File: config.mk
export PLATFORM = sky130hd
export DESIGN_NAME = tdcl_top
export DESIGN_NICKNAME = d
export VERILOG_FILES = /design/src/core/tdcl_pkg.sv /design/src/core/tdcl_calc_if.sv /design/src/core/tdcl_idle_calc.sv /design/src/core/tdcl_top.sv
export SDC_FILE = /design/constraint.sdc
export NUM_CORES = 1
export LEC_CHECK = 0
export ABC_AREA = 1
export CAP_MARGIN = 15
export CORE_MARGIN = 2
export CORE_UTILIZATION = 50
export DETAILED_ROUTE_END_ITERATION = 16
export DONT_BUFFER_PORTS = 1
export SLEW_MARGIN = 5
export SYNTH_ARGS = -nofsm -noshare
export SYNTH_HDL_FRONTEND = slang
export SYNTH_SLANG_ARGS = --single-unit
File: constraint.sdc
create_clock -name clock -period 18 [get_ports clock]
set_input_delay 2.7 -clock clock [delete_from_list [all_inputs] [get_ports clock]]
set_output_delay 2.7 -clock clock [all_outputs]
set_load 0.1 [all_outputs]
File: src/core/tdcl_pkg.sv
package tdcl_pkg;

  // ==========================================================================
  // Widths
  // ==========================================================================
  localparam int DUR_W     = 32;
  localparam int IDLE_W    = 40;
  localparam int DATA_W    = 8;
  localparam int FIFO_AW   = 3;
  localparam int FIFO_DEPTH = 8;

  // ==========================================================================
  // Duty-cycle figures, in percent
  // ==========================================================================
  localparam logic [7:0] PCT_FULL   = 8'h64;
  localparam logic [7:0] PRESET_PCT = 8'h0a;
  localparam logic [7:0] HW_MAX_PCT = 8'h1e;
  // Hardware ceiling wins over the preset only when the preset exceeds it
  localparam logic [7:0] EFF_PCT    = (PRESET_PCT > HW_MAX_PCT) ? HW_MAX_PCT : PRESET_PCT;
  localparam logic [7:0] OFF_PCT    = PCT_FULL - EFF_PCT;

  // ==========================================================================
  // Reset values and counter steps
  // ==========================================================================
  localparam logic [DUR_W-1:0]  DUR_ZERO  = 32'h0;
  localparam logic [DUR_W-1:0]  DUR_ONE   = 32'h1;
  localparam logic [IDLE_W-1:0] IDLE_ZERO = 40'h0;
  localparam logic [IDLE_W-1:0] IDLE_ONE  = 40'h1;
  localparam logic [FIFO_AW:0]  PTR_ZERO  = 4'h0;
  localparam logic [FIFO_AW:0]  PTR_ONE   = 4'h1;
  localparam logic [FIFO_AW:0]  FIFO_FULL = 4'h8;
  localparam logic [DATA_W-1:0] DATA_ZERO = 8'h0;

  typedef enum logic [1:0] {
    ST_READY = 2'b00,
    ST_TXN   = 2'b01,
    ST_CALC  = 2'b11,
    ST_HOLD  = 2'b10
  } tdcl_state_type;

endpackage : tdcl_pkg

File: src/core/tdcl_calc_if.sv
interface tdcl_calc_if;
  logic                       start;
  logic [tdcl_pkg::DUR_W-1:0]  dur;
  logic                       done;
  logic [tdcl_pkg::IDLE_W-1:0] idle;

  modport calc (input start, input dur, output done, output idle);
  modport ctrl (output start, output dur, input done, input idle);
endinterface : tdcl_calc_if

File: src/core/tdcl_idle_calc.sv
module tdcl_idle_calc (
  input  wire logic   clock,
  input  wire logic   reset_n,
  tdcl_calc_if.calc   cif
);

  localparam logic [tdcl_pkg::IDLE_W-1:0] OFF_W = tdcl_pkg::IDLE_W'(tdcl_pkg::OFF_PCT);
  localparam logic [tdcl_pkg::IDLE_W-1:0] ON_W  = tdcl_pkg::IDLE_W'(tdcl_pkg::EFF_PCT);

  logic [tdcl_pkg::IDLE_W-1:0] idle_reg;
  logic [tdcl_pkg::IDLE_W-1:0] idle_next;
  logic                        done_reg;
  logic                        done_next;

  // ==========================================================================
  // Idle time, rounded up so the average never creeps over the limit
  // ==========================================================================
  always_comb begin
    done_next = cif.start;
    idle_next = idle_reg;
    if (cif.start) begin
      idle_next = (tdcl_pkg::IDLE_W'(cif.dur) * OFF_W + ON_W - tdcl_pkg::IDLE_ONE) / ON_W;
    end
  end

  always_ff @(posedge clock or negedge reset_n) begin
    if (!reset_n) begin
      idle_reg <= tdcl_pkg::IDLE_ZERO;
      done_reg <= 1'b0;
    end else begin
      idle_reg <= idle_next;
      done_reg <= done_next;
    end
  end

  assign cif.done = done_reg;
  assign cif.idle = idle_reg;
endmodule : tdcl_idle_calc

File: src/core/tdcl_top.sv
module tdcl_top (
  input  wire logic                        clock,
  input  wire logic                        reset_n,
  input  wire logic                        txn_req,
  input  wire logic                        txn_end,
  input  wire logic                        tx_active,
  input  wire logic                        user_valid,
  input  wire logic [tdcl_pkg::DATA_W-1:0] user_data,
  output logic                             user_ready,
  output logic                             tx_permit,
  output logic                             tx_blocked,
  output logic                             tx_valid,
  output logic [tdcl_pkg::DATA_W-1:0]      tx_data,
  input  wire logic                        tx_take,
  output logic [tdcl_pkg::DUR_W-1:0]       last_duration
);

  tdcl_pkg::tdcl_state_type state_reg;
  tdcl_pkg::tdcl_state_type state_next;

  logic [tdcl_pkg::DUR_W-1:0]  dur_reg;
  logic [tdcl_pkg::DUR_W-1:0]  dur_next;
  logic [tdcl_pkg::DUR_W-1:0]  last_reg;
  logic [tdcl_pkg::DUR_W-1:0]  last_next;
  logic [tdcl_pkg::IDLE_W-1:0] hold_reg;
  logic [tdcl_pkg::IDLE_W-1:0] hold_next;
  logic                        permit_reg;
  logic                        permit_next;
  logic                        blocked_reg;
  logic                        blocked_next;

  logic [tdcl_pkg::DATA_W-1:0] mem [tdcl_pkg::FIFO_DEPTH];
  logic [tdcl_pkg::FIFO_AW:0]  wr_reg;
  logic [tdcl_pkg::FIFO_AW:0]  wr_next;
  logic [tdcl_pkg::FIFO_AW:0]  rd_reg;
  logic [tdcl_pkg::FIFO_AW:0]  rd_next;
  logic [tdcl_pkg::FIFO_AW:0]  cnt_next;
  logic                        uready_reg;
  logic                        uready_next;
  logic                        txv_reg;
  logic                        txv_next;
  logic [tdcl_pkg::DATA_W-1:0] txd_reg;
  logic [tdcl_pkg::DATA_W-1:0] txd_next;
  logic                        push;
  logic                        pop;

  tdcl_calc_if cif ();

  tdcl_idle_calc u_calc (
    .clock   (clock),
    .reset_n (reset_n),
    .cif     (cif)
  );

  // ==========================================================================
  // Transaction sequencer
  // ==========================================================================
  // No port reaches the preset: the limit is a package constant only.
  assign cif.start = (state_reg == tdcl_pkg::ST_CALC) && !cif.done;
  assign cif.dur   = dur_reg;

  always_comb begin
    state_next = state_reg;
    dur_next   = dur_reg;
    last_next  = last_reg;
    hold_next  = hold_reg;
    unique case (state_reg)
      tdcl_pkg::ST_READY: begin
        if (txn_req) begin
          state_next = tdcl_pkg::ST_TXN;
          dur_next   = tdcl_pkg::DUR_ZERO;
        end
      end
      tdcl_pkg::ST_TXN: begin
        // Whole transaction stays granted until its own end marker
        if (tx_active) begin
          dur_next = dur_reg + tdcl_pkg::DUR_ONE;
        end
        if (txn_end) begin
          state_next = tdcl_pkg::ST_CALC;
          last_next  = tx_active ? dur_reg + tdcl_pkg::DUR_ONE : dur_reg;
        end
      end
      tdcl_pkg::ST_CALC: begin
        if (cif.done) begin
          state_next = tdcl_pkg::ST_HOLD;
          hold_next  = cif.idle;
        end
      end
      tdcl_pkg::ST_HOLD: begin
        if (hold_reg == tdcl_pkg::IDLE_ZERO) begin
          state_next = tdcl_pkg::ST_READY;
        end else begin
          hold_next = hold_reg - tdcl_pkg::IDLE_ONE;
        end
      end
    endcase
    permit_next  = (state_next == tdcl_pkg::ST_TXN);
    blocked_next = (state_next != tdcl_pkg::ST_READY);
  end

  always_ff @(posedge clock or negedge reset_n) begin
    if (!reset_n) begin
      state_reg   <= tdcl_pkg::ST_READY;
      dur_reg     <= tdcl_pkg::DUR_ZERO;
      last_reg    <= tdcl_pkg::DUR_ZERO;
      hold_reg    <= tdcl_pkg::IDLE_ZERO;
      permit_reg  <= 1'b0;
      blocked_reg <= 1'b0;
    end else begin
      state_reg   <= state_next;
      dur_reg     <= dur_next;
      last_reg    <= last_next;
      hold_reg    <= hold_next;
      permit_reg  <= permit_next;
      blocked_reg <= blocked_next;
    end
  end

  // ==========================================================================
  // Pending user data
  // ==========================================================================
  // Words only leave while a transaction is granted; otherwise they wait
  assign push = user_valid && uready_reg;
  assign pop  = txv_reg && tx_take;

  always_comb begin
    wr_next     = push ? wr_reg + tdcl_pkg::PTR_ONE : wr_reg;
    rd_next     = pop ? rd_reg + tdcl_pkg::PTR_ONE : rd_reg;
    cnt_next    = wr_next - rd_next;
    uready_next = (cnt_next != tdcl_pkg::FIFO_FULL);
    txv_next    = (state_next == tdcl_pkg::ST_TXN) && (cnt_next != tdcl_pkg::PTR_ZERO);
    // Bypass: the word written this edge is not yet in the array
    if (push && (wr_reg[tdcl_pkg::FIFO_AW-1:0] == rd_next[tdcl_pkg::FIFO_AW-1:0])) begin
      txd_next = user_data;
    end else begin
      txd_next = mem[rd_next[tdcl_pkg::FIFO_AW-1:0]];
    end
  end

  always_ff @(posedge clock) begin
    if (push) begin
      mem[wr_reg[tdcl_pkg::FIFO_AW-1:0]] <= user_data;
    end
  end

  always_ff @(posedge clock or negedge reset_n) begin
    if (!reset_n) begin
      wr_reg     <= tdcl_pkg::PTR_ZERO;
      rd_reg     <= tdcl_pkg::PTR_ZERO;
      uready_reg <= 1'b0;
      txv_reg    <= 1'b0;
      txd_reg    <= tdcl_pkg::DATA_ZERO;
    end else begin
      wr_reg     <= wr_next;
      rd_reg     <= rd_next;
      uready_reg <= uready_next;
      txv_reg    <= txv_next;
      txd_reg    <= txd_next;
    end
  end

  assign user_ready    = uready_reg;
  assign tx_permit     = permit_reg;
  assign tx_blocked    = blocked_reg;
  assign tx_valid      = txv_reg;
  assign tx_data       = txd_reg;
  assign last_duration = last_reg;
endmodule : tdcl_top

==> results summary, run 1 <==
The worst setup path is launched from a register. The core outline area is 39,500 um^2. The synthesized design contains 64 enable-type register cells. The number of unique standard cell types used by synthesis came out at 55. The required time at the worst-slack endpoint came out at 18.45 ns. The worst hold path belongs to the class reg2reg. The number of failing hold endpoints at the final stage came out at 0.

Max-cap violations in this run came to 0. The placement-stage cell area came out at 20,600 um^2. The library cell used most frequently in the layout, excluding fill and tap cells, is nand2_1. The post-layout minimum cycle time is 16.49 ns. The CTS tree is done. The number of synthesis warnings is 0. The total routed wirelength is 52,500 um. The number of standard cells in the final layout excluding fillers came out at 3,498.

The standard-cell row count came out at 73. The later pin in the worst-skew pair is clocked with a latency of 0.57 ns. The worst path uses 91.6% of the clock period. Of the synthesized area, sequential elements account for 30.2%. The post-synthesis instance area is 20,000 um^2. The startpoint identified for the worst hold timing path is hold_reg[39]$_DFFE_PN0P_. The critical path data arrival time is 16.94 ns. The share of async-settable or async-resettable flops after synthesis came out at 71.9%.

The transition at the pin with the smallest max-transition slack is 1.06 ns. The synthesized design contains 228 register bits. Setup violations remaining at the end of the flow were counted as 0.

The cell repeated most along the worst path is nand2_2. The most instantiated flip-flop cell in the synthesis netlist is dfrtp_1. The total count of max-transition violations in the final report was 0.

The clock edge transition at the registers on the reported setup and hold paths is 0.06 ns. The initial antenna violation count is 1. The register with the most flip-flops in the layout has 64 of them. The number of violations reported at the end of detailed-routing iteration 0 is 1,009. The slowest cell on the critical path is fa_1. The clock passes through at most 3 buffers. The detailed placement HPWL is 38,700 um.

The final weighted congestion in routability-driven placement is 0.910. The family of cells with the greatest summed delay on the critical path is simple AND/OR/NAND/NOR gates. The area growth from synthesis to final layout is 17.4%. Clock tree synthesis selected as its root buffer the cell clkbuf_16.

Leaving out fill and tap cells, the most frequent cells in the layout are nand2_1 (725), inv_1 (447), nor2_1 (229), nand3_1 (183), nand2_2 (165). In this run the worst path has a maximum fanout of 6. The worst register-to-register path has a depth of 157.

The vias after detailed routing came out at 18.4k. The routed wirelength normalized by instance count came out at 15.0 um. Entering global routing, the biggest net connects 165 pins. The antenna cell count is 0.

The detailed-routing iteration count for the pre-antenna-repair pass is 5. In this run the remaining antenna-violating nets after routing total 0. The startpoint identified for the worst register-to-register timing path is cif.dur[3]$_DFFE_PN0P_. After technology mapping, the gate count stands at 2,910. The cell count along the critical path came out at 157. Counting instances, the worst hold path has a depth of 1.

The die outline height is 204 um. The relative slew slack is 29.3%. The initial core utilization came out at 50.5%. The largest stage delay on the critical path is 0.51 ns. The type of element capturing the critical path is a register. The total buffers and inverters traversed by the critical path is 8.

The run finished with clean final reports. The endpoint of the most critical register-to-register path is u_calc.cif.idle[0]$_DFFE_PN0P_. The critical path starts at cif.dur[3]$_DFFE_PN0P_.

The largest clock skew in the final design came out at 0.0130 ns. The final instance area is 23,500 um^2. The width of the chip came out at 204 um. The setup slack of the most critical reg-to-reg path is 1.51 ns. The floorplan step defined a die boundary enclosing 41,600 um^2.

The mean instance size in the synthesized netlist is 6.86 um^2. The total instance count after detailed placement is 3,403. At the end of the flow, the number of nets in the layout was 3,110. Based on the critical path, the design can be clocked at up to 0.0607 GHz.

The count of clock tree sinks came out at 228. The port buffer count came out at 0. The remaining routing DRC violations came out at 0. The worst setup path endpoint is u_calc.cif.idle[0]$_DFFE_PN0P_. The top-level port count came out at 59. Summed over all layers, the global routing overflow is 0. After detailed routing, the number of vias per cell comes to 5.27. The first-pass GRT wire length came out at 84,700 um.

The number of buffers inserted by hold repair at cts is 0. The via count of the first global-routing pass came out at 17.4k. The global routing usage summed across all routing layers is 24.7%. The number of levels the H-tree was split into came out at 1.

The number of nets handed over by synthesis was 3,065. The fraction of layout instances using a drive strength above 1 came out at 20.7%. The clock buffer count from CTS is 27. The classification of the worst setup path is reg2reg. The core utilization of the finished layout is 59.3%.
[worst register-to-register path, delay by kind of cell (launching register included)]
family / cells / cell delay [ns]
AOI/OAI and AO/OA: 1 / 0.19
adders and majority gates: 4 / 1.52
buffers and inverters: 8 / 0.63
DFF: 1 / 0.46
and+or+nand+nor: 144 / 13.51
[cell families after synthesis]
logic type	count (synthesis)	synth area share [%]
AND/OR/NAND/NOR	1576	35.5
AO/OA/AOI/OAI	315	9.07
adder cells (fa/ha/maj)	140	10.6
flip-flops	228	30.2
XOR/XNOR	87	3.85
buffers and inverters	564	10.7
[layout make-up]
| class | instances | area, um^2 |
|---|---|---|
| sequential | 228 | 6050 |
| tap | 525 | 657 |
| inverter | 519 | 1960 |
| fill | 3731 | 16100 |
| multi-input combinational | 2118 | 13400 |
| timing repair buffer | 61 | 458 |
| clock buffer | 37 | 773 |
| clock inverter | 10 | 121 |
[synth_stat cells (all sizes together) (7+ instances only)]
cell | instances | area (um^2)
o211ai | 11 | 82.6
edfxtp | 64 | 1920
a31oi | 47 | 294
o221ai | 9 | 78.8
or2 | 9 | 56.3
nand2 | 935 | 3880
dfrtp | 164 | 4100
clkinv | 12 | 47.6
xnor2 | 16 | 140
ha | 91 | 1140
nor3 | 26 | 140
a21oi | 58 | 305
nand4 | 48 | 300
nand3 | 249 | 1460
o22ai | 21 | 131
inv | 507 | 1910
xor2 | 71 | 629
clkbuf | 43 | 161
nor2 | 287 | 1120
fa | 49 | 981
nor4 | 12 | 75.1
a21o | 7 | 53.8
o21ai | 147 | 743
[metal layers]
metal / wire length, um / vias up / global-route usage, % / share of wire [%]
met3: 1930 / 80 / 2.69 / 3.7
met4: 1320 / 2 / 6.86 / 2.5
li1: - / 9369 / - / -
met5: 13 / - / 0 / 0.025
met2: 24700 / 342 / 41.4 / 47
met1: 24600 / 8641 / 34.0 / 47
[through the flow]
stage	setup WS (ns)	TNS (ns)	hold WS (ns)
2_1_floorplan	3.34	0	0.445
3_3_place_gp	1.77	0	0.464
3_5_place_dp	1.02	0	0.470
4_1_cts	0.961	0	0.481
5_1_grt	-0.253	-0.272	0.496
6_report	1.51	0	0.478
[how the worst min path moves through the flow]
stage	endpoint
4_1_cts	hold_reg[39]$_DFFE_PN0P_
5_1_grt	hold_reg[39]$_DFFE_PN0P_
2_1_floorplan	hold_reg[39]$_DFFE_PN0P_
6_report	hold_reg[39]$_DFFE_PN0P_
3_5_place_dp	u_calc.cif.idle[1]$_DFFE_PN0P_
3_3_place_gp	wr_reg[3]$_DFF_PN0_
[timing repair]
action / CTS / global route
resized for setup: 0 / 377
buffers inserted: 0 / 48
endpoints found under the setup margin: 0 / 5
Power of run 1 is not shown: default switching activity piles up to over one toggle a cycle in this logic, so the estimate is an artifact.
==> run 2, diff against run 1 <==
--- a/config.mk
+++ b/config.mk
@@ -9,8 +9,10 @@
 export CAP_MARGIN = 15
 export CORE_MARGIN = 2
 export CORE_UTILIZATION = 50
+export CTS_CLUSTER_DIAMETER = 200
 export DETAILED_ROUTE_END_ITERATION = 16
 export DONT_BUFFER_PORTS = 1
+export PLACE_DENSITY = 0.73
 export SLEW_MARGIN = 5
 export SYNTH_ARGS = -nofsm -noshare
 export SYNTH_HDL_FRONTEND = slang
==> constraint.sdc (replaced) <==
create_clock -name clock -period 18.45 [get_ports clock]
set_input_delay 2.7675 -clock clock [delete_from_list [all_inputs] [get_ports clock]]
set_output_delay 2.7675 -clock clock [all_outputs]
set_load 0.1 [all_outputs]
==> run 2 against run 1 <==
  * Die area is the same
  * Worst setup slack gained 0.040 ns
  * Worst hold slack gained 0.0097 ns
  * Non-clock buffer count shrank 16
  * Routed wire length shrank 1.8%
  * Register-to-register slack gained 0.04 ns
  * Count of clock-buffer cells in the layout shrank 3
  * First-iteration DRC count grew 35%
  * Critical path depth shrank 3
  * Global-route usage shrank 0.91 points
==> results summary, run 2 (synthesis gave the netlist of run 1 again) <==
The cell repeated most along the worst path is nand2_2 (unchanged). The classification of the worst setup path is reg2reg (unchanged). The clock root buffer master is clkbuf_16 (unchanged). The slowest cell on the critical path was fa_1 (unchanged). The type of element capturing the critical path is a register (unchanged). The core outline area is 39,500 um^2 (unchanged). The count of endpoints failing setup in the final report came out at 0 (unchanged). The maximum buffer depth of the clock tree came out at 3 (unchanged). The largest clock skew in the final design is 0.0445 ns (was 0.0130 ns). The total routed wirelength came out at 51,500 um (was 52,500 um). The type of the most critical hold path was reg2reg (unchanged).

The number of violations reported at the end of detailed-routing iteration 0 came out at 1,362 (was 1,009). The pin count of the biggest net entering global routing was 165 (unchanged). Highest-count cells in the layout ignoring fill and taps: nand2_1 (756), inv_1 (451), nor2_1 (229), nand3_1 (192), nand2_2 (154) (was nand2_1 (725), inv_1 (447), nor2_1 (229), nand3_1 (183), nand2_2 (165)). The number of standard cells in the final layout excluding fillers is 3,483 (was 3,498). The number of levels the H-tree was split into came out at 1 (unchanged). The width of the chip was 204 um (unchanged).

The first-pass GRT wire length came out at 82,900 um (was 84,700 um). The number of flip-flops in the largest register came out at 64 (unchanged). The standard-cell row count is 73 (unchanged).

The total number of nets in the final design is 3,093 (was 3,110). Result of the run: finished clean (unchanged). The detailed-routing iteration count for the pre-antenna-repair pass is 6 (was 5). The vias after detailed routing came out at 18.6k (was 18.4k).

The area growth from synthesis to final layout came out at 14.7% (was 17.4%). The fraction of layout instances using a drive strength above 1 came out at 18.4% (was 20.7%). The remaining antenna violation count is 0 (unchanged). The remaining global-route overflow is 0 (unchanged). The latest clock arrival within the worst-skew pair was 0.58 ns (was 0.57 ns).

The total count of max-transition violations in the final report came to 0 (unchanged). The global routing usage summed across all routing layers came to 23.8% (was 24.7%). The ratio of final minimum period to clock period came out at 91.6% (about the same). The sort of element at the start of the critical path was a register (unchanged).

The post-layout minimum cycle time came out at 16.90 ns (was 16.49 ns). The most common cell after layout, fill and taps aside is nand2_1 (unchanged). The worst hold path depth came out at 2 (was 1). The CTS tree was done (unchanged).

The maximum fanout count along the critical path came out at 7 (was 6). The total instance count after detailed placement was 3,402 (was 3,403). The initial core utilization is 50.5% (unchanged). The number of max-cap violations came to 0 (unchanged). The worst slack on hold paths is 0.488 ns (was 0.478 ns). The clock edge transition at the registers on the reported setup and hold paths came out at 0.06 ns (about the same). The relative slew slack is 31.8% (was 29.3%).

The achievable clock frequency came out at 0.0592 GHz (was 0.0607 GHz). The remaining routing DRC violations came out at 0 (unchanged). The accumulated negative setup slack is 0 ns (unchanged). The initial antenna violation count is 0 (was 1). The port buffer count is 0 (unchanged).

The floorplan die area came out at 41,600 um^2 (unchanged). The number of failing hold endpoints at the final stage came to 0 (unchanged). The depth of the worst register-to-register path came to 154 (was 157).

The largest stage delay on the critical path is 0.53 ns (was 0.51 ns). The antenna cell count came out at 0 (unchanged). The critical path data arrival time was 17.33 ns (was 16.94 ns). The core utilization of the finished layout is 57.9% (was 59.3%). The final weighted congestion in routability-driven placement is 0.913 (was 0.910). The top-level port count came to 59 (unchanged). The required time at the worst-slack endpoint came out at 18.89 ns (was 18.45 ns).

The transition at the pin with the smallest max-transition slack came out at 1.02 ns (was 1.06 ns). The clock buffer count from CTS was 26 (was 27). The via count of the first global-routing pass came out at 17.8k (was 17.4k). The total of fill cells in the finished design came out at 3,530 (was 3,731). The detailed placement HPWL is 37,900 um (was 38,700 um). The ratio of routed vias to standard cells came out at 5.35 (was 5.27). The die outline height was 204 um (unchanged). The count of clock tree sinks came out at 228 (unchanged). The routed wirelength normalized by instance count came out at 14.8 um (was 15.0 um).
run 2: worst max-delay path: cells and delay by family (launching register included):
kind                     cells  cell delay, ns
adder cells (fa/ha/maj)      4            1.60
XOR/XNOR                     1            0.22
AO/OA/AOI/OAI                2            0.24
flip-flops                   1            0.46
AND/OR/NAND/NOR            139           13.52
buffers and inverters        8            0.59
run 2: worst paths after layout:
check                                                    start                         endpoint  slack, ns
worst max-delay path                    cif.dur[1]$_DFFE_PN0P_   u_calc.cif.idle[0]$_DFFE_PN0P_       1.55
worst min-delay path            u_calc.cif.idle[7]$_DFFE_PN0P_   u_calc.cif.idle[7]$_DFFE_PN0P_       0.49
worst max register to register          cif.dur[1]$_DFFE_PN0P_   u_calc.cif.idle[0]$_DFFE_PN0P_       1.55
worst min register to register  u_calc.cif.idle[7]$_DFFE_PN0P_   u_calc.cif.idle[7]$_DFFE_PN0P_       0.49
max in group asynchronous                              reset_n  u_calc.cif.idle[22]$_DFFE_PN0P_      16.27
min in group asynchronous                              reset_n             tx_data[3]$_DFF_PN0_       1.89
run 2: final cells by class:
| class | instances | area [um^2] | share of cell area [%] |
|---|---|---|---|
| multi-input combinational | 2118 | 13000 | 56.6 |
| tap | 525 | 657 | 2.87 |
| clock buffer | 34 | 721 | 3.15 |
| clock inverter | 14 | 185 | 0.808 |
| inverter | 519 | 1960 | 8.56 |
| sequential | 228 | 6050 | 26.4 |
| timing repair buffer | 45 | 358 | 1.56 |
run 2: stage by stage:
step	cell area (um^2)	setup slack, ns
final	22900	1.55
after global routing	22900	-0.245
after CTS	21400	1.21
after detailed placement	20500	1.29
after global placement	20500	2.41
after floorplan	20000	3.79
run 2: repair_timing:
item,CTS,global route
endpoints found under the setup margin,0,4
setup buffers,0,32
resized for setup,0,283
hold buffers,0,0
run 2: routing by layer:
layer | share of wire [%] | up-vias | GRT usage (%)
met1 | 44 | 8766 | 31.2
met4 | 2.7 | 0 | 7.51
met3 | 4.1 | 97 | 1.98
met2 | 49 | 450 | 41.8
met5 | 0 | - | 0
li1 | - | 9312 | -
Power of run 2 is left out for the same reason.
